===== src/design/cal_regs_pkg.sv =====
// register constants for the channel 1 calibration bank
// assumes a 6-bit word address and 16-bit register words from the serial port
package cal_regs_pkg;
    localparam logic [5:0]  CH1_OFFSET_HIGH_ADDR = 6'h0F; // offset bits 23:8
    localparam logic [5:0]  CH1_OFFSET_LOW_ADDR  = 6'h10; // offset bits 7:0
    localparam logic [5:0]  CH1_GAIN_HIGH_ADDR   = 6'h11; // gain bits 23:8
    localparam logic [5:0]  CH1_GAIN_LOW_ADDR    = 6'h12; // gain bits 7:0
    localparam logic [5:0]  CHECKSUM_ADDR        = 6'h3E; // map checksum, read only
    localparam logic [5:0]  RESERVED_TOP_ADDR    = 6'h3F; // reserved word
    localparam logic [15:0] OFFSET_HIGH_RESET    = 16'h0000;
    localparam logic [7:0]  OFFSET_LOW_RESET     = 8'h00;
    localparam logic [15:0] GAIN_HIGH_RESET      = 16'h8000;
    localparam logic [7:0]  GAIN_LOW_RESET       = 8'h00;
    localparam logic [15:0] CHECKSUM_RESET       = 16'h0000;
    localparam logic [15:0] RESERVED_RESET       = 16'h0000;
    localparam logic [15:0] CRC_POLY             = 16'h1021; // ccitt polynomial
    localparam logic [15:0] CRC_SEED             = 16'hFFFF; // crc preset
    localparam int          LOW_FIELD_POS        = 8;        // low byte sits in 15:8
    localparam int          CRC_WORDS            = 5;        // covered words
endpackage


===== src/design/crc_link_if.sv =====
// carries covered register words to the checksum engine and its result back
// assumes both ends on core_clk
`timescale 1ns/1ps
interface crc_link_if;
    logic        start;    // begin a new pass, one-cycle pulse
    logic [15:0] words [5]; // covered words, driven live from the bank registers
    logic [15:0] result;   // finished checksum
    logic        done;     // result updated, one-cycle pulse
    modport bank (output start, output words, input result, input done);
    modport engine (input start, input words, output result, output done);
endinterface


===== src/design/ch1_cal_regs.sv =====
// channel 1 offset and gain calibration registers, map checksum, reserved word
// the offset and gain words leave as 24-bit values for the conversion datapath
// low registers keep only their upper byte, the lower byte reads back zero
// assumes the serial port decodes frames into word-wide read and write strobes
// assumes strobes, address and data already sit on core_clk, no resync here
// assumes rst_n release is already aligned to core_clk by the reset tree
`timescale 1ns/1ps
module ch1_cal_regs
    import cal_regs_pkg::*;
(
    input  wire logic        core_clk,   // core clock
    input  wire logic        rst_n,      // async reset, active low
    input  wire logic [5:0]  reg_addr,   // word address from serial port
    input  wire logic        reg_wr,     // write strobe, one cycle
    input  wire logic [15:0] reg_wdata,  // write data
    input  wire logic        reg_rd,     // read strobe, one cycle
    output logic      [15:0] reg_rdata,  // read data, registered
    output logic             reg_hit,    // address belongs to this bank
    output logic      [23:0] ch1_offset, // signed offset word to datapath
    output logic      [23:0] ch1_gain,   // unsigned gain word to datapath
    output logic      [15:0] map_crc     // current map checksum
);
    // link to the serial checksum engine
    crc_link_if link (); // words out, finished checksum back

    // software visible calibration state
    logic [15:0] off_hi_reg;  // ch1_offset_high_word, offset bits 23:8
    logic [15:0] off_hi_next; // next offset high word
    logic [7:0]  off_lo_reg;  // ch1_offset_low_byte, offset bits 7:0
    logic [7:0]  off_lo_next; // next offset low byte
    logic [15:0] gn_hi_reg;   // ch1_gain_high_word, gain bits 23:8
    logic [15:0] gn_hi_next;  // next gain high word
    logic [7:0]  gn_lo_reg;   // ch1_gain_low_byte, gain bits 7:0
    logic [7:0]  gn_lo_next;  // next gain low byte
    logic [15:0] rsvd_reg;    // reserved top word, kept as written
    logic [15:0] rsvd_next;   // next reserved word

    // checksum restart state
    logic        start_reg;   // restart checksum pass, one-cycle pulse
    logic        start_next;  // a covered word changes this cycle

    // checksum as software sees it
    logic [15:0] crc_reg;     // checksum as read
    logic [15:0] crc_next;    // next checksum value

    // read side state
    logic [15:0] rd_reg;      // read data holding
    logic [15:0] rd_next;     // next read data
    logic [15:0] rd_mux;      // word selected by the address

    // write path for software registers
    // a write only touches the addressed word, every other word holds
    // a read in the same cycle still returns the old word
    always_comb begin
        off_hi_next = off_hi_reg; // hold by default
        off_lo_next = off_lo_reg; // hold by default
        gn_hi_next  = gn_hi_reg;  // hold by default
        gn_lo_next  = gn_lo_reg;  // hold by default
        rsvd_next   = rsvd_reg;   // hold by default
        if (reg_wr) begin // write strobe taken this edge
            unique case (reg_addr)
                CH1_OFFSET_HIGH_ADDR: begin // full word
                    off_hi_next = reg_wdata;
                end
                CH1_OFFSET_LOW_ADDR: begin // upper byte only
                    off_lo_next = reg_wdata[15:LOW_FIELD_POS];
                end
                CH1_GAIN_HIGH_ADDR: begin // full word
                    gn_hi_next = reg_wdata;
                end
                CH1_GAIN_LOW_ADDR: begin // upper byte only
                    gn_lo_next = reg_wdata[15:LOW_FIELD_POS];
                end
                RESERVED_TOP_ADDR: begin // stored as written
                    rsvd_next = reg_wdata;
                end
                default: begin // checksum and others ignore writes
                end
            endcase
        end
    end

    // change detector for the covered words
    // only a real change restarts the engine, so rewriting the same value
    // does not push the checksum out by another full pass
    always_comb begin
        start_next = 1'b0; // no restart unless a word moves
        if (off_hi_next != off_hi_reg) begin // offset high moved
            start_next = 1'b1;
        end
        if (off_lo_next != off_lo_reg) begin // offset low moved
            start_next = 1'b1;
        end
        if (gn_hi_next != gn_hi_reg) begin // gain high moved
            start_next = 1'b1;
        end
        if (gn_lo_next != gn_lo_reg) begin // gain low moved
            start_next = 1'b1;
        end
        if (rsvd_next != rsvd_reg) begin // reserved word moved
            start_next = 1'b1;
        end
    end

    // checksum holds the last finished pass
    // a pass cut short by a restart never publishes its result
    always_comb begin
        crc_next = crc_reg; // hold between passes
        if (link.done) begin // engine finished a full pass
            crc_next = link.result;
        end
    end

    // read select, low registers read back zero in 7:0
    // the hit flag follows the address alone, strobe or not
    always_comb begin
        rd_mux  = 16'h0000; // unmapped reads return zero
        reg_hit = 1'b1;     // assume a bank address
        unique case (reg_addr)
            CH1_OFFSET_HIGH_ADDR: begin // offset bits 23:8
                rd_mux = off_hi_reg;
            end
            CH1_OFFSET_LOW_ADDR: begin // offset bits 7:0 in 15:8
                rd_mux = {off_lo_reg, 8'h00};
            end
            CH1_GAIN_HIGH_ADDR: begin // gain bits 23:8
                rd_mux = gn_hi_reg;
            end
            CH1_GAIN_LOW_ADDR: begin // gain bits 7:0 in 15:8
                rd_mux = {gn_lo_reg, 8'h00};
            end
            CHECKSUM_ADDR: begin // device written only
                rd_mux = crc_reg;
            end
            RESERVED_TOP_ADDR: begin // reads back as written
                rd_mux = rsvd_reg;
            end
            default: begin // not this bank, reads zero
                reg_hit = 1'b0;
            end
        endcase
    end

    // read data capture, held until the next read strobe
    // the port can shift the word out at leisure after one cycle
    always_comb begin
        rd_next = rd_reg; // hold last read word
        if (reg_rd) begin // read strobe taken this edge
            rd_next = rd_mux;
        end
    end

    // software register state
    // async reset, every word returns to its documented default
    always_ff @(posedge core_clk or negedge rst_n) begin
        if (!rst_n) begin
            off_hi_reg <= OFFSET_HIGH_RESET;
            off_lo_reg <= OFFSET_LOW_RESET;
            gn_hi_reg  <= GAIN_HIGH_RESET; // midpoint gain
            gn_lo_reg  <= GAIN_LOW_RESET;
            rsvd_reg   <= RESERVED_RESET;
        end else begin
            off_hi_reg <= off_hi_next;
            off_lo_reg <= off_lo_next;
            gn_hi_reg  <= gn_hi_next;
            gn_lo_reg  <= gn_lo_next;
            rsvd_reg   <= rsvd_next;
        end
    end

    // restart pulse register
    // one cycle after the changing write, the engine sees the new words
    always_ff @(posedge core_clk or negedge rst_n) begin
        if (!rst_n) begin
            start_reg <= 1'b0;
        end else begin
            start_reg <= start_next;
        end
    end

    // published checksum register
    // stays zero after reset until the first pass that no restart cuts short completes
    always_ff @(posedge core_clk or negedge rst_n) begin
        if (!rst_n) begin
            crc_reg <= CHECKSUM_RESET;
        end else begin
            crc_reg <= crc_next;
        end
    end

    // read data register
    // clears on reset so the port never shifts an unknown word
    always_ff @(posedge core_clk or negedge rst_n) begin
        if (!rst_n) begin
            rd_reg <= 16'h0000;
        end else begin
            rd_reg <= rd_next;
        end
    end

    // covered words feed the engine in map order, low bytes as read
    assign link.start    = start_reg;
    assign link.words[0] = off_hi_reg;
    assign link.words[1] = {off_lo_reg, 8'h00};
    assign link.words[2] = gn_hi_reg;
    assign link.words[3] = {gn_lo_reg, 8'h00};
    assign link.words[4] = rsvd_reg;

    // serial checksum engine, one message bit per clock
    crc_engine u_crc (
        .core_clk (core_clk), // shared core clock
        .rst_n    (rst_n),    // shared reset
        .link     (link)      // words out, checksum back
    );

    // datapath words, high register above the low byte
    assign ch1_offset = {off_hi_reg, off_lo_reg}; // signed
    assign ch1_gain   = {gn_hi_reg, gn_lo_reg};   // unsigned
    assign map_crc    = crc_reg;                  // same word as read at the checksum address
    assign reg_rdata  = rd_reg;                   // registered read data
endmodule


===== src/design/crc_engine.sv =====
// serial crc16 over five 16-bit words, one bit per clock
// assumes the bank holds words steady while busy or restarts it
`timescale 1ns/1ps
module crc_engine
    import cal_regs_pkg::*;
(
    input wire logic core_clk, // core clock
    input wire logic rst_n,    // async reset, active low
    crc_link_if.engine link    // words in, checksum out
);
    logic [15:0] acc_reg, acc_next;     // running crc
    logic [6:0]  bit_reg, bit_next;     // bit counter over 80 bits
    logic        busy_reg, busy_next;   // pass in progress
    logic [15:0] res_reg, res_next;     // published result
    logic        done_reg, done_next;   // done pulse
    logic        din;                   // current message bit
    // pick message bit, msb first per word
    always_comb begin
        din = link.words[bit_reg[6:4]][4'd15 - bit_reg[3:0]];
    end
    // next-state for the shift engine
    always_comb begin
        acc_next  = acc_reg;
        bit_next  = bit_reg;
        busy_next = busy_reg;
        res_next  = res_reg;
        done_next = 1'b0;
        if (link.start) begin // restart on any change
            acc_next  = CRC_SEED;
            bit_next  = 7'h00;
            busy_next = 1'b1;
        end else if (busy_reg) begin
            acc_next = {acc_reg[14:0], 1'b0} ^ ((acc_reg[15] ^ din) ? CRC_POLY : 16'h0000);
            if (bit_reg == 7'(CRC_WORDS * 16 - 1)) begin // last bit
                busy_next = 1'b0;
                res_next  = {acc_reg[14:0], 1'b0} ^ ((acc_reg[15] ^ din) ? CRC_POLY : 16'h0000);
                done_next = 1'b1;
            end else begin
                bit_next = bit_reg + 7'h01;
            end
        end
    end
    // register state
    always_ff @(posedge core_clk or negedge rst_n) begin
        if (!rst_n) begin
            acc_reg  <= CRC_SEED;
            bit_reg  <= 7'h00;
            busy_reg <= 1'b0;
            res_reg  <= CHECKSUM_RESET;
            done_reg <= 1'b0;
        end else begin
            acc_reg  <= acc_next;
            bit_reg  <= bit_next;
            busy_reg <= busy_next;
            res_reg  <= res_next;
            done_reg <= done_next;
        end
    end
    assign link.result = res_reg;
    assign link.done   = done_reg;
endmodule


===== config.mk =====
export PLATFORM = sky130hd
export DESIGN_NAME = ch1_cal_regs
export DESIGN_NICKNAME = d
export VERILOG_FILES = /design/src/design/cal_regs_pkg.sv /design/src/design/crc_link_if.sv /design/src/design/ch1_cal_regs.sv /design/src/design/crc_engine.sv
export SDC_FILE = /design/constraint.sdc
export NUM_CORES = 1
export LEC_CHECK = 0
export BUFFER_PORTS_ARGS = -buffer_cell sky130_fd_sc_hd__buf_2
export CAP_MARGIN = 20
export CELL_PAD_IN_SITES_DETAIL_PLACEMENT = 1
export CELL_PAD_IN_SITES_GLOBAL_PLACEMENT = 1
export CORE_UTILIZATION = 40
export DETAILED_ROUTE_END_ITERATION = 16
export PLACE_DENSITY = 0.77
export SETUP_SLACK_MARGIN = 0.3
export SLEW_MARGIN = 20
export SYNTH_ARGS = -nofsm -noshare
export SYNTH_HDL_FRONTEND = slang
export SYNTH_HIERARCHICAL = 1
export SYNTH_SLANG_ARGS = --single-unit

===== constraint.sdc =====
create_clock -name core_clk -period 6.1 [get_ports core_clk]
set_input_delay 0.305 -clock core_clk [delete_from_list [all_inputs] [get_ports core_clk]]
set_output_delay 0.305 -clock core_clk [all_outputs]
set_load 0.03 [all_outputs]

After elaboration in Yosys (flattened, before gate mapping)
Index checks and enable logic that the tools add are counted.

cells by class
  bitwise logic cells = 4
  equal/unequal tests = 13
  muxes and demuxes = 34
  reduce and logical (&&, ||, !) cells = 4
  magnitude comparators = 2
  $add $sub $neg = 2

operators with widths
  operator             count
  $mux 16              10
  $pmux 16 s6          1
  $bmux 16 s3          1
  $ne 16x16->1         3
  $mux 8               4
  $mux 7               3
  $eq 6x5->1 const B   3
  $ne 8x8->1           2
  $xor 16x16->16       1
  $mux 1               13
  $mux 13              1
  $eq 6x6->1 const B   2
  $add 7x1->7 const B  1
  $eq 7x7->1 const B   1
  $eq 6x4->1 const B   1
  $reduce_or 6->1      1
  $lt 4x5->1 const B   1
  $bmux 1 s4           1
  $ge 4x4->1 const B   1
  $not 3->4            1
  $sub 4x4->4 const A  1
  $reduce_and 3->1     1
  $ne 2x2->1 const B   1
  $reduce_and 2->1     1
  3 further kinds      3

storage, ports and cells
  logic and storage cells = 72
  output and inout port bits = 81
  register bits = 138

Logic depth before layout (Yosys ltp)
Gate-level depths: netlist of the first run.

  depth after elaboration = 11
  gate-level depth with buffers = 10
  depth with buffers taken out = 7

Hierarchy
The synthesis of the first run kept the hierarchy.

modules (own cells, without submodules)
  module        sequential area each (µm²)  cells an instance  instances  area an instance (µm²)
  ch1_cal_regs  2428.6                      467                1          4814.6
  crc_engine    1046.0                      257                1          2551.2

Worst setup path before layout of the first run
No wires, ideal clock.

  kind = reg2reg
  start = register u_crc.bit_reg[4]
  end = register u_crc.res_reg[0], in the netlist u_crc/link.result[0]
  buffers on the path = 1
  cell stages (with the launch flop) = 9
  slack = 4132 ps
  data arrival time = 1840 ps
  path through = dfrtp_1 buf_6 mux4_2 mux2i_1 o22ai_1 a41oi_1 o22a_2 xor2_1 o21ai_0

between the ends
  longest elaborated chain between the ends = 9
  elaborated cells between the ends (all ways) = 11

ends and longest elaborated chain
  element                                     line              text
  start, declared                             crc_engine.sv:12  logic [6:0] bit_reg, bit_next;
  start signal, assigned                      crc_engine.sv:53  bit_reg <= bit_next;
  $not 3->4 (not written as such)             crc_engine.sv:19  din = link.words[bit_reg[6:4]][4'd15 - bit_reg[3:0]];
  $bmux 16 s3                                 crc_engine.sv:19
  $mux 16 (not written as such) (2 in a row)  crc_engine.sv:19
  $bmux 1 s4                                  crc_engine.sv:19
  $mux 1 (not written as such)                crc_engine.sv:19
  $xor 1x1->1                                 crc_engine.sv:36  res_next = {acc_reg[14:0], 1'b0} ^ ((acc_reg[15] ^ din) ? CRC_POLY : 16'h0000);
  $mux 13                                     crc_engine.sv:36
  $xor 16x16->16                              crc_engine.sv:36
  end signal, assigned                        crc_engine.sv:55  res_reg <= res_next;
  end, declared                               crc_engine.sv:14  logic [15:0] res_reg, res_next;

Several ways; a longest one is shown, not always the timed one. The select of a mux whose other input is x is not followed.
A chain may end at the register's enable or synchronous reset.

Worst setup path after layout of the first run
  start = register u_crc.bit_reg[0]
  end = register u_crc.res_reg[13], in the netlist u_crc/link.result[13]

between the ends
  longest elaborated chain between the ends = 2

ends and longest elaborated chain
  element                            line              text
  $eq 7x7->1                         crc_engine.sv:34  if (bit_reg == 7'(CRC_WORDS * 16 - 1)) begin
  $reduce_and 3->1 (no source line)  n/a

No other way between the ends.

==> results of run 1 <==
==> worst paths after layout <==
check                                                 startpoint  slack [ns]                                 to  depth (start not counted)
min in group asynchronous                                  rst_n        0.43             gn_lo_reg[1]$_DFF_PN0_                          2
worst max register to register      u_crc/bit_reg[0]$_DFFE_PN0P_        3.06  u_crc/link.result[13]$_DFFE_PN0P_                          7
max in group asynchronous                                  rst_n        4.18   u_crc/link.result[9]$_DFFE_PN0P_                          3
worst max-delay path                u_crc/bit_reg[0]$_DFFE_PN0P_        3.06  u_crc/link.result[13]$_DFFE_PN0P_                          7
worst min register to register  u_crc/link.result[6]$_DFFE_PN0P_        0.48   u_crc/link.result[6]$_DFFE_PN0P_                          2
worst min-delay path                               reg_wdata[11]        0.19            off_lo_reg[3]$_DFF_PN0_                          3
==> stage by stage <==
| step | setup slack, ns | hold slack, ns | util | area, um^2 |
|---|---|---|---|---|
| 2_1_floorplan | 4.13 | 0.00941 | - | 7420 |
| 3_3_place_gp | 3.25 | 0.341 | 0.446 | 8030 |
| 3_5_place_dp | 3.12 | 0.348 | 0.446 | 8040 |
| 4_1_cts | 3.07 | 0.170 | 0.480 | 8650 |
| 5_1_grt | 2.77 | 0.191 | 0.480 | 8650 |
| 6_report | 3.06 | 0.188 | 0.480 | 8650 |
==> logic make-up after synthesis <==
kind of cell | count (synthesis)
muxes | 72
and+or+nand+nor | 218
adders and majority gates | 1
xor gates and xnor gates | 44
AOI/OAI and AO/OA | 173
DFF | 138
other | 1
buffers and inverters | 77
==> layer usage <==
layer | vias up | part of all wire | global-route usage
li1 | 2790 | - | -
met1 | 3258 | 0.42 | 0.379
met2 | 281 | 0.48 | 0.458
met3 | 62 | 0.067 | 0.0585
met4 | 0 | 0.033 | 0.123
met5 | - | 0 | 0
==> area by class of cell <==
class                           instances  share of cell area
Timing Repair Buffer                  112              0.0675
Tap cell                              229              0.0331
Clock inverter                         13              0.0184
Sequential cell                       138               0.402
Clock buffer                           19              0.0512
Multi-Input combinational cell        524               0.417
Inverter                               26              0.0113
==> synthesized netlist by cell type, drive strengths merged, types with 2 or more instances <==
library cell and instances:
dfrtp 121, nand2 114, o21ai 57, mux2 45, nor2 40, xor2 30, a31oi 26, buf 26
clkbuf 25, inv 25, dfstp 17, mux2i 17, nor2b 16, a221oi 14, xnor2 14, a211o 13
a21oi 11, a222oi 10, a22oi 10, mux4 10, o22ai 10, nand4 8, nor4 8, nand2b 6
nand3 6, nand3b 5, nor3 4, nor3b 4, o21a 4, a22o 3, a2bb2oi 3, o2111ai 3
a41oi 2, and2 2, o211ai 2
==> worst reg2reg max path: cells and delay by family (launching register included) <==
family	cells	cell delay, ns
adder cells (fa/ha/maj)	1	0.34
AND/OR/NAND/NOR	5	1.16
flip-flops	1	0.87
buffers and inverters	1	0.61
==> report_power, final <==
group          switching (mW)  internal (mW)  total (mW)
sequential              0.248           1.10        1.34
clock                   0.447          0.624        1.07
combinational           0.470          0.357       0.827
total                    1.17           2.08        3.24
==> timing repair <==
| action | in CTS | in global routing |
|---|---|---|
| gates resized for setup | 0 | 0 |
| endpoints found under the hold margin | 54 | 0 |
| hold buffers | 1 | 0 |
==> flow_summary.ini, run 1 <==
[critical_path]
cpPeakStageDelay_ns = 0.87
crit_top_cell = nand2_1
startpoint_type = flop
critical_path_class = flop to flop
path_max_fanout = 22
cp_num_buf_inv = 1
worstPathCellList = ha_1, nor2b_1, and4_1, nand2_1, inv_1, nand2_1, nand2_1
cp-end-kind = flop
cp.arrival_ns = 3.41
crit_slowest_cell = dfrtp_1
critPathRequiredTime_ns = 6.48
crit_family = simple AND/OR/NAND/NOR gates

[placement]
gp_congestion = 0.983
dp_hpwl_um = 18200
io_buffers = 106
dp_cells = 1028

[logic_synthesis]
yosys_most_used_dff = dfrtp_1
postSynthCellCount = 724
synth_compound_area_frac = 0.158
synth_top_family_by_area = compound AO/OA/AOI/OAI gates
syn_area_per_cell_um2 = 10.2
yosys.area.top_type = dfrtp_1
synth-seq-cells = 138
synth-xor-area-share = 0.0523
ys_types = 60
yosysTopAreaCellShare = 0.411
ys_warn_count = 6
synth_area_leaders = dfrtp_1 (41%), mux2_2 (6.3%), dfstp_2 (6.1%)
ys_seq_area_frac = 0.472
syn_area_um2 = 7370
synth-edff-count = 0
synthArstFlopShare = 1.00
synth-simple-area-share = 0.141
synthMuxAreaShare = 0.127
synthAdderAreaFrac = 0.00170

[global_routing]
grt_use_total = 0.288
grt-ovfl-total = 0
grt_pass1_vias = 6491
antenna_found_initial = 0
grt_max_degree = 75
grt_pass1_wl_um = 39500

[power]
finalPower_mw = 3.24
power_density_nw_per_um2 = 375
power.leakage_nw = 4.11
ir_worst_vdd_uv = 207

[finish]
drive_above_1_share = 0.266
fillers = 2027
nets = 846
multi_input_area_um2 = 3610
mostFrequentLayoutCells = dfrtp_1 (121), nand2_1 (112), buf_2 (105), o21ai_0 (42), mux2_2 (41)
area_delta_synth_final_pct = 17.5
num_antenna_cells = 0
regArea_um2 = 3470
final_cells = 1061
layout_commonest_cell = dfrtp_1

[routing]
avgRoutedWirePerCell_um = 24.7
dr.pass1.iters = 5
wl_um = 26200
drc = 0
drtAntennaViolNets = 0
vias_per_cell = 6.02
dr.first_iter.drc_count = 645
vias = 6391

[floorplan]
dieWidth_um = 138
initial_core_util = 0.409
dieArea_um2 = 19000
row_count = 49
coreArea_um2 = 18000
io_pins = 107
fp.dieH_um = 138

[timing]
period_share = 0.498
hold_viol_final = 0
clock_skew_ns = 0.0103
rsz0062_at_grt = no
min_period_ns = 3.04
finalSetupViolations = 0
finalMaxSlewViolations = 0
worstMarginPinSlew_ns = 1.02
tns_ns = 0
max_slew_margin = 0.320
fmax_mhz = 329

[run]
maxCapViolCount = 0

[clock_network]
cts_max_path_buffers = 2
clockRootBuffer = clkbuf_16
postCtsSetupRepairBufs = 0
cts.clk_slew.worst_paths_ns = 0.07
clkLatencyLatePin_ns = 0.44
cts_sinks = 138
cts_max_level = 4
cts-buffers-inserted = 17
cts_tree = done

[min_path]
hold_class = primary input to flop

[run_status]
status = finished clean
(Power assumes the default switching activity.)
==> run 2, diff against run 1 <==
--- a/config.mk
+++ b/config.mk
@@ -5,13 +5,14 @@
 export SDC_FILE = /design/constraint.sdc
 export NUM_CORES = 1
 export LEC_CHECK = 0
+export ABC_AREA = 1
 export BUFFER_PORTS_ARGS = -buffer_cell sky130_fd_sc_hd__buf_2
 export CAP_MARGIN = 20
 export CELL_PAD_IN_SITES_DETAIL_PLACEMENT = 1
 export CELL_PAD_IN_SITES_GLOBAL_PLACEMENT = 1
 export CORE_UTILIZATION = 40
 export DETAILED_ROUTE_END_ITERATION = 16
-export PLACE_DENSITY = 0.77
+export PLACE_DENSITY = 0.81
 export SETUP_SLACK_MARGIN = 0.3
 export SLEW_MARGIN = 20
 export SYNTH_ARGS = -nofsm -noshare
==> constraint.sdc (replaced) <==
create_clock -name core_clk -period 3.1 [get_ports core_clk]
set_input_delay 0.155 -clock core_clk [delete_from_list [all_inputs] [get_ports core_clk]]
set_output_delay 0.155 -clock core_clk [all_outputs]
set_load 0.03 [all_outputs]
==> flow_summary.ini, run 2 <==
[logic_synthesis]
ys_warn_count = 6
synth_area_leaders = dfrtp_1 (35%), nand2_1 (16%), inv_1 (8.6%)
yosysTopAreaCellShare = 0.354
yosysMostFrequentCell = nand2_1
synthTopCellsByCount = nand2_1 (363), inv_1 (196), o21ai_0 (123), dfrtp_1 (121), nand3_1 (112)
synth-seq-cells = 138
ys_seq_area_frac = 0.406
yosys.area.top_type = dfrtp_1
postSynthCellCount = 1234
syn_area_um2 = 8560
synthArstFlopShare = 1.00
syn_area_per_cell_um2 = 6.93
synth-edff-count = 0
yosys_most_used_dff = dfrtp_1
ys_types = 34

[floorplan]
io_pins = 107
fp.dieH_um = 148
dieWidth_um = 148
dieArea_um2 = 22000
initial_core_util = 0.407
row_count = 53
coreArea_um2 = 21000

[critical_path]
path_max_fanout = 19
startpoint_type = flop
cp.arrival_ns = 2.90
cp-end-kind = flop
critPathRequiredTime_ns = 3.43
critical_path_class = flop to flop

[global_routing]
grt_pass1_wl_um = 53600
grt_pass1_vias = 9098
grt_use_total = 0.325
antenna_found_initial = 0
grt_max_degree = 72
grt-ovfl-total = 0

[routing]
drtAntennaViolNets = 0
wl_um = 34800
vias = 9160
vias_per_cell = 5.63
dr.pass1.iters = 5
drc = 0
avgRoutedWirePerCell_um = 21.4
dr.first_iter.drc_count = 878

[finish]
regArea_um2 = 3470
multi_input_area_um2 = 4020
layout_commonest_cell = nand2_1
nets = 1366
mostFrequentLayoutCells = nand2_1 (363), inv_1 (196), o21ai_0 (123), dfrtp_1 (121), nand3_1 (112)
fillers = 2825
area_delta_synth_final_pct = 16.6
drive_above_1_share = 0.160

[placement]
io_buffers = 106
gp_congestion = 0.942
dp_hpwl_um = 24400

[clock_network]
cts-buffers-inserted = 17
cts_tree = done
clkLatencyLatePin_ns = 0.44
clockRootBuffer = clkbuf_16
cts.clk_slew.worst_paths_ns = 0.07
cts_resized = 0
cts_sinks = 138
cts_max_level = 4
cts_max_path_buffers = 2

[timing]
clock_skew_ns = 0.00780
min_period_ns = 2.57
max_slew_margin = 0.309
period_share = 0.830
fmax_mhz = 389
hold_viol_final = 0
finalMaxSlewViolations = 0
tns_ns = 0
whs_ns = 0.0253
worstMarginPinSlew_ns = 1.03
finalSetupViolations = 0
rsz0062_at_grt = no

[run_status]
status = finished clean

[power]
power_density_nw_per_um2 = 657
power.leakage_nw = 5.44
ir_worst_vdd_uv = 351

[run]
maxCapViolCount = 0

[min_path]
hold_class = primary input to flop
-- run 2: per-stage QoR --
| stage | total power, mW | cell area [um^2] | setup slack [ns] | util | cells |
|---|---|---|---|---|---|
| global route | 6.84 | 9970 | 0.339 | 0.474 | 1627 |
| finish | 6.55 | 9970 | 0.527 | 0.474 | 1628 |
| detailed placement | 4.34 | 9340 | 0.639 | 0.444 | 1594 |
| CTS | 6.55 | 9970 | 0.554 | 0.474 | 1627 |
| global placement | 4.27 | 9340 | 0.820 | 0.444 | 1594 |
| floorplan | 3.59 | 8610 | 1.47 | - | 1249 |
-- run 2: area by class of cell --
| type | instances | area share |
|---|---|---|
| clock inverters | 15 | 0.0196 |
| flip-flops and latches | 138 | 0.348 |
| repair buffers | 125 | 0.0709 |
| clock buffers | 17 | 0.0426 |
| diodes | 1 | 0.000251 |
| multi-input cells | 844 | 0.403 |
| well taps | 275 | 0.0345 |
| inverters | 213 | 0.0807 |
-- run 2: worst max-delay path: stages, from the launching register on --
cell,delay (ns)
dfrtp_1,0.78
buf_4,0.35
nor2_4,0.06
nand2_2,0.12
inv_2,0.09
nand2_1,0.11
nand2_1,0.11
inv_1,0.09
nand2_1,0.05
nand3_1,0.07
nand3_2,0.09
nand3_4,0.09
nand2_2,0.07
nand2_1,0.10
nand3_1,0.12
nand3_1,0.11
nand2_1,0.06
-- run 2: path summary, 6_finish.rpt --
path	startpoint	cells past startpoint	end	slack, ns
max	u_crc/bit_reg[4]$_DFFE_PN0P_	16	u_crc/link.result[12]$_DFFE_PN0P_	0.53
min	reg_rd	3	reg_rdata[0]$_DFFE_PN0P_	0.03
max reg2reg	u_crc/bit_reg[4]$_DFFE_PN0P_	16	u_crc/link.result[12]$_DFFE_PN0P_	0.53
min reg2reg	reg_rdata[0]$_DFFE_PN0P_	2	reg_rdata[0]$_DFFE_PN0P_	0.48
max in group asynchronous	rst_n	3	u_crc/acc_reg[14]$_DFFE_PN1P_	1.94
min in group asynchronous	rst_n	2	off_hi_reg[0]$_DFF_PN0_	0.27
-- run 2: timing repair --
| item | 4_1_cts | 5_1_grt |
|---|---|---|
| hold endpoints to repair | 57 | 0 |
| buffers inserted | 0 | 0 |
| hold buffers | 1 | 0 |
| setup endpoints to repair | 0 | 0 |
-- run 2: kinds of logic (layout without fill, tap and decap cells) --
logic type,after synthesis,count (layout),share of synthesized area
fa+ha+maj,1,1,0.00146
compound gates,182,182,0.117
buf+inv,267,370,0.131
simple gates,645,645,0.344
other cells,1,17,0.000438
flops,138,138,0.406
-- run 2: where the power goes --
group | total [mW] | internal [mW] | switching [mW] | leakage [nW]
clock | 2.17 | 1.17 | 0.998 | 0.304
combinational | 1.74 | 0.494 | 1.25 | 3.38
sequential | 2.64 | 2.14 | 0.501 | 1.76
total | 6.55 | 3.80 | 2.75 | 5.44
-- run 2: metal layers --
layer,global-route usage,up-vias,share of wire
met1,0.407,4426,0.40
li1,-,4154,-
met4,0.207,0,0.063
met2,0.518,444,0.46
met5,0,-,0
met3,0.0583,136,0.074
==> run 3, diff against run 2 <==
==> constraint.sdc (replaced) <==
create_clock -name core_clk -period 2.4 [get_ports core_clk]
set_input_delay 0.12 -clock core_clk [delete_from_list [all_inputs] [get_ports core_clk]]
set_output_delay 0.12 -clock core_clk [all_outputs]
set_load 0.03 [all_outputs]
==> flow_summary.ini, run 3 (same netlist as run 2, synthesis figures left out) <==
[run_status]
status = finished clean

[timing]
tns_ns = 0
finalMaxSlewViolations = 0
worstMarginPinSlew_ns = 0.905
hold_viol_final = 0
max_slew_margin = 0.396
period_share = 0.851
clock_skew_ns = 0.0115
rsz0062_at_grt = yes
min_period_ns = 2.04
finalSetupViolations = 0
fmax_mhz = 489

[global_routing]
grt-ovfl-total = 0
grt_max_degree = 65
antenna_found_initial = 0
grt_pass1_wl_um = 53500
grt_pass1_vias = 9221
grt_use_total = 0.323

[critical_path]
cp.arrival_ns = 2.35
cp_num_buf_inv = 4
cpPeakStageDelay_ns = 0.43
cp-end-kind = flop
startpoint_type = flop
crit_slowest_cell = dfrtp_2
crit_family = simple AND/OR/NAND/NOR gates
path_max_fanout = 26
r2r_setup_slack_ns = 0.36
critical_path_class = flop to flop
r2r-end = u_crc/bit_reg[5]$_DFFE_PN0P_
critPathRequiredTime_ns = 2.71
worstPathCellList = buf_12, nor2_4, nand2_2, inv_4, buf_4, nand4_1, o21ai_2, inv_2, nand3_1, nor2_1, a21oi_1, nor3_2
reg2reg_from = u_crc/bit_reg[4]$_DFFE_PN0P_
worstRegToRegCells = 12

[finish]
area_delta_synth_final_pct = 18.9
layout_commonest_cell = nand2_1
mostFrequentLayoutCells = nand2_1 (363), inv_1 (196), o21ai_0 (123), dfrtp_1 (118), nand3_1 (108)
multi_input_area_um2 = 4070
nets = 1379
drive_above_1_share = 0.175
finalInstanceArea_um2 = 10200
num_antenna_cells = 0
fillers = 2744
regArea_um2 = 3480

[routing]
drtAntennaViolNets = 0
avgRoutedWirePerCell_um = 21.3
dr.first_iter.drc_count = 882
wl_um = 34900
vias = 9329
dr.pass1.iters = 5
drc = 0
vias_per_cell = 5.69

[clock_network]
cts_sinks = 138
cts_max_path_buffers = 2
cts.clk_slew.worst_paths_ns = 0.07
clkLatencyLatePin_ns = 0.44
cts_tree = done
clockRootBuffer = clkbuf_16
cts_max_level = 4
cts-buffers-inserted = 17

[run]
maxCapViolCount = 0

[floorplan]
initial_core_util = 0.407
dieArea_um2 = 22000
fp.dieH_um = 148
dieWidth_um = 148
coreArea_um2 = 21000
row_count = 53
io_pins = 107

[min_path]
hold_class = primary input to asynchronous set/reset pin

[placement]
io_buffers = 106
dp_hpwl_um = 24300
gp_congestion = 0.961
place_area_um2 = 9400

[power]
power.leakage_nw = 5.51
ir_worst_vdd_uv = 437
power_density_nw_per_um2 = 837
run 3: layout make-up:
cell class / instances / area share
inverter: 213 / 0.0809
clock buffer: 17 / 0.0418
timing repair inverter: 1 / 0.000861
tap: 275 / 0.0338
clock inverter: 15 / 0.0191
multi-input combinational: 844 / 0.400
timing repair buffer: 137 / 0.0820
sequential: 138 / 0.342
run 3: metrics by stage:
stage	util	power, mW	cells	hold WS (ns)	setup WS [ns]
2_1_floorplan	-	4.64	1249	-0.176	0.766
3_3_place_gp	0.447	5.52	1599	0.0512	0.426
3_5_place_dp	0.447	5.61	1599	0.0494	0.319
4_1_cts	0.478	8.37	1633	0.152	0.303
5_1_grt	0.484	8.87	1640	0.173	0.279
6_report	0.484	8.52	1640	0.156	0.357
run 3: worst max path at each step:
stage	startpoint	to	slack [ns]	cells after the start
6_report	u_crc/bit_reg[4]$_DFFE_PN0P_	u_crc/bit_reg[5]$_DFFE_PN0P_	0.36	12
2_1_floorplan	u_crc/bit_reg[4]$_DFFE_PN0P_	u_crc/link.result[12]$_DFFE_PN0P_	0.77	14
5_1_grt	u_crc/bit_reg[4]$_DFFE_PN0P_	u_crc/link.result[12]$_DFFE_PN0P_	0.28	14
4_1_cts	u_crc/bit_reg[4]$_DFFE_PN0P_	u_crc/link.result[5]$_DFFE_PN0P_	0.30	15
3_5_place_dp	u_crc/bit_reg[4]$_DFFE_PN0P_	u_crc/link.result[12]$_DFFE_PN0P_	0.32	15
3_3_place_gp	u_crc/bit_reg[4]$_DFFE_PN0P_	u_crc/link.result[5]$_DFFE_PN0P_	0.43	12
run 3: metal layers:
metal,up-vias,track usage,share of wire
li1,4184,-,-
met2,463,0.523,0.47
met5,-,0,0
met1,4570,0.412,0.40
met3,112,0.0479,0.074
met4,0,0.187,0.048
run 3: what timing repair did:
action                                 CTS  global route
cloned                                   0             1
hold buffers                             2             0
pin swaps                                0             2
endpoints found under the hold margin   72             0
setup buffers                            0             6
resized for setup                        1            20
setup endpoints to repair                4             9
run 3: where the power goes:
| group | internal [mW] | switching, mW |
|---|---|---|
| Combinational | 0.699 | 1.69 |
| Clock | 1.42 | 1.32 |
| Sequential | 2.76 | 0.624 |
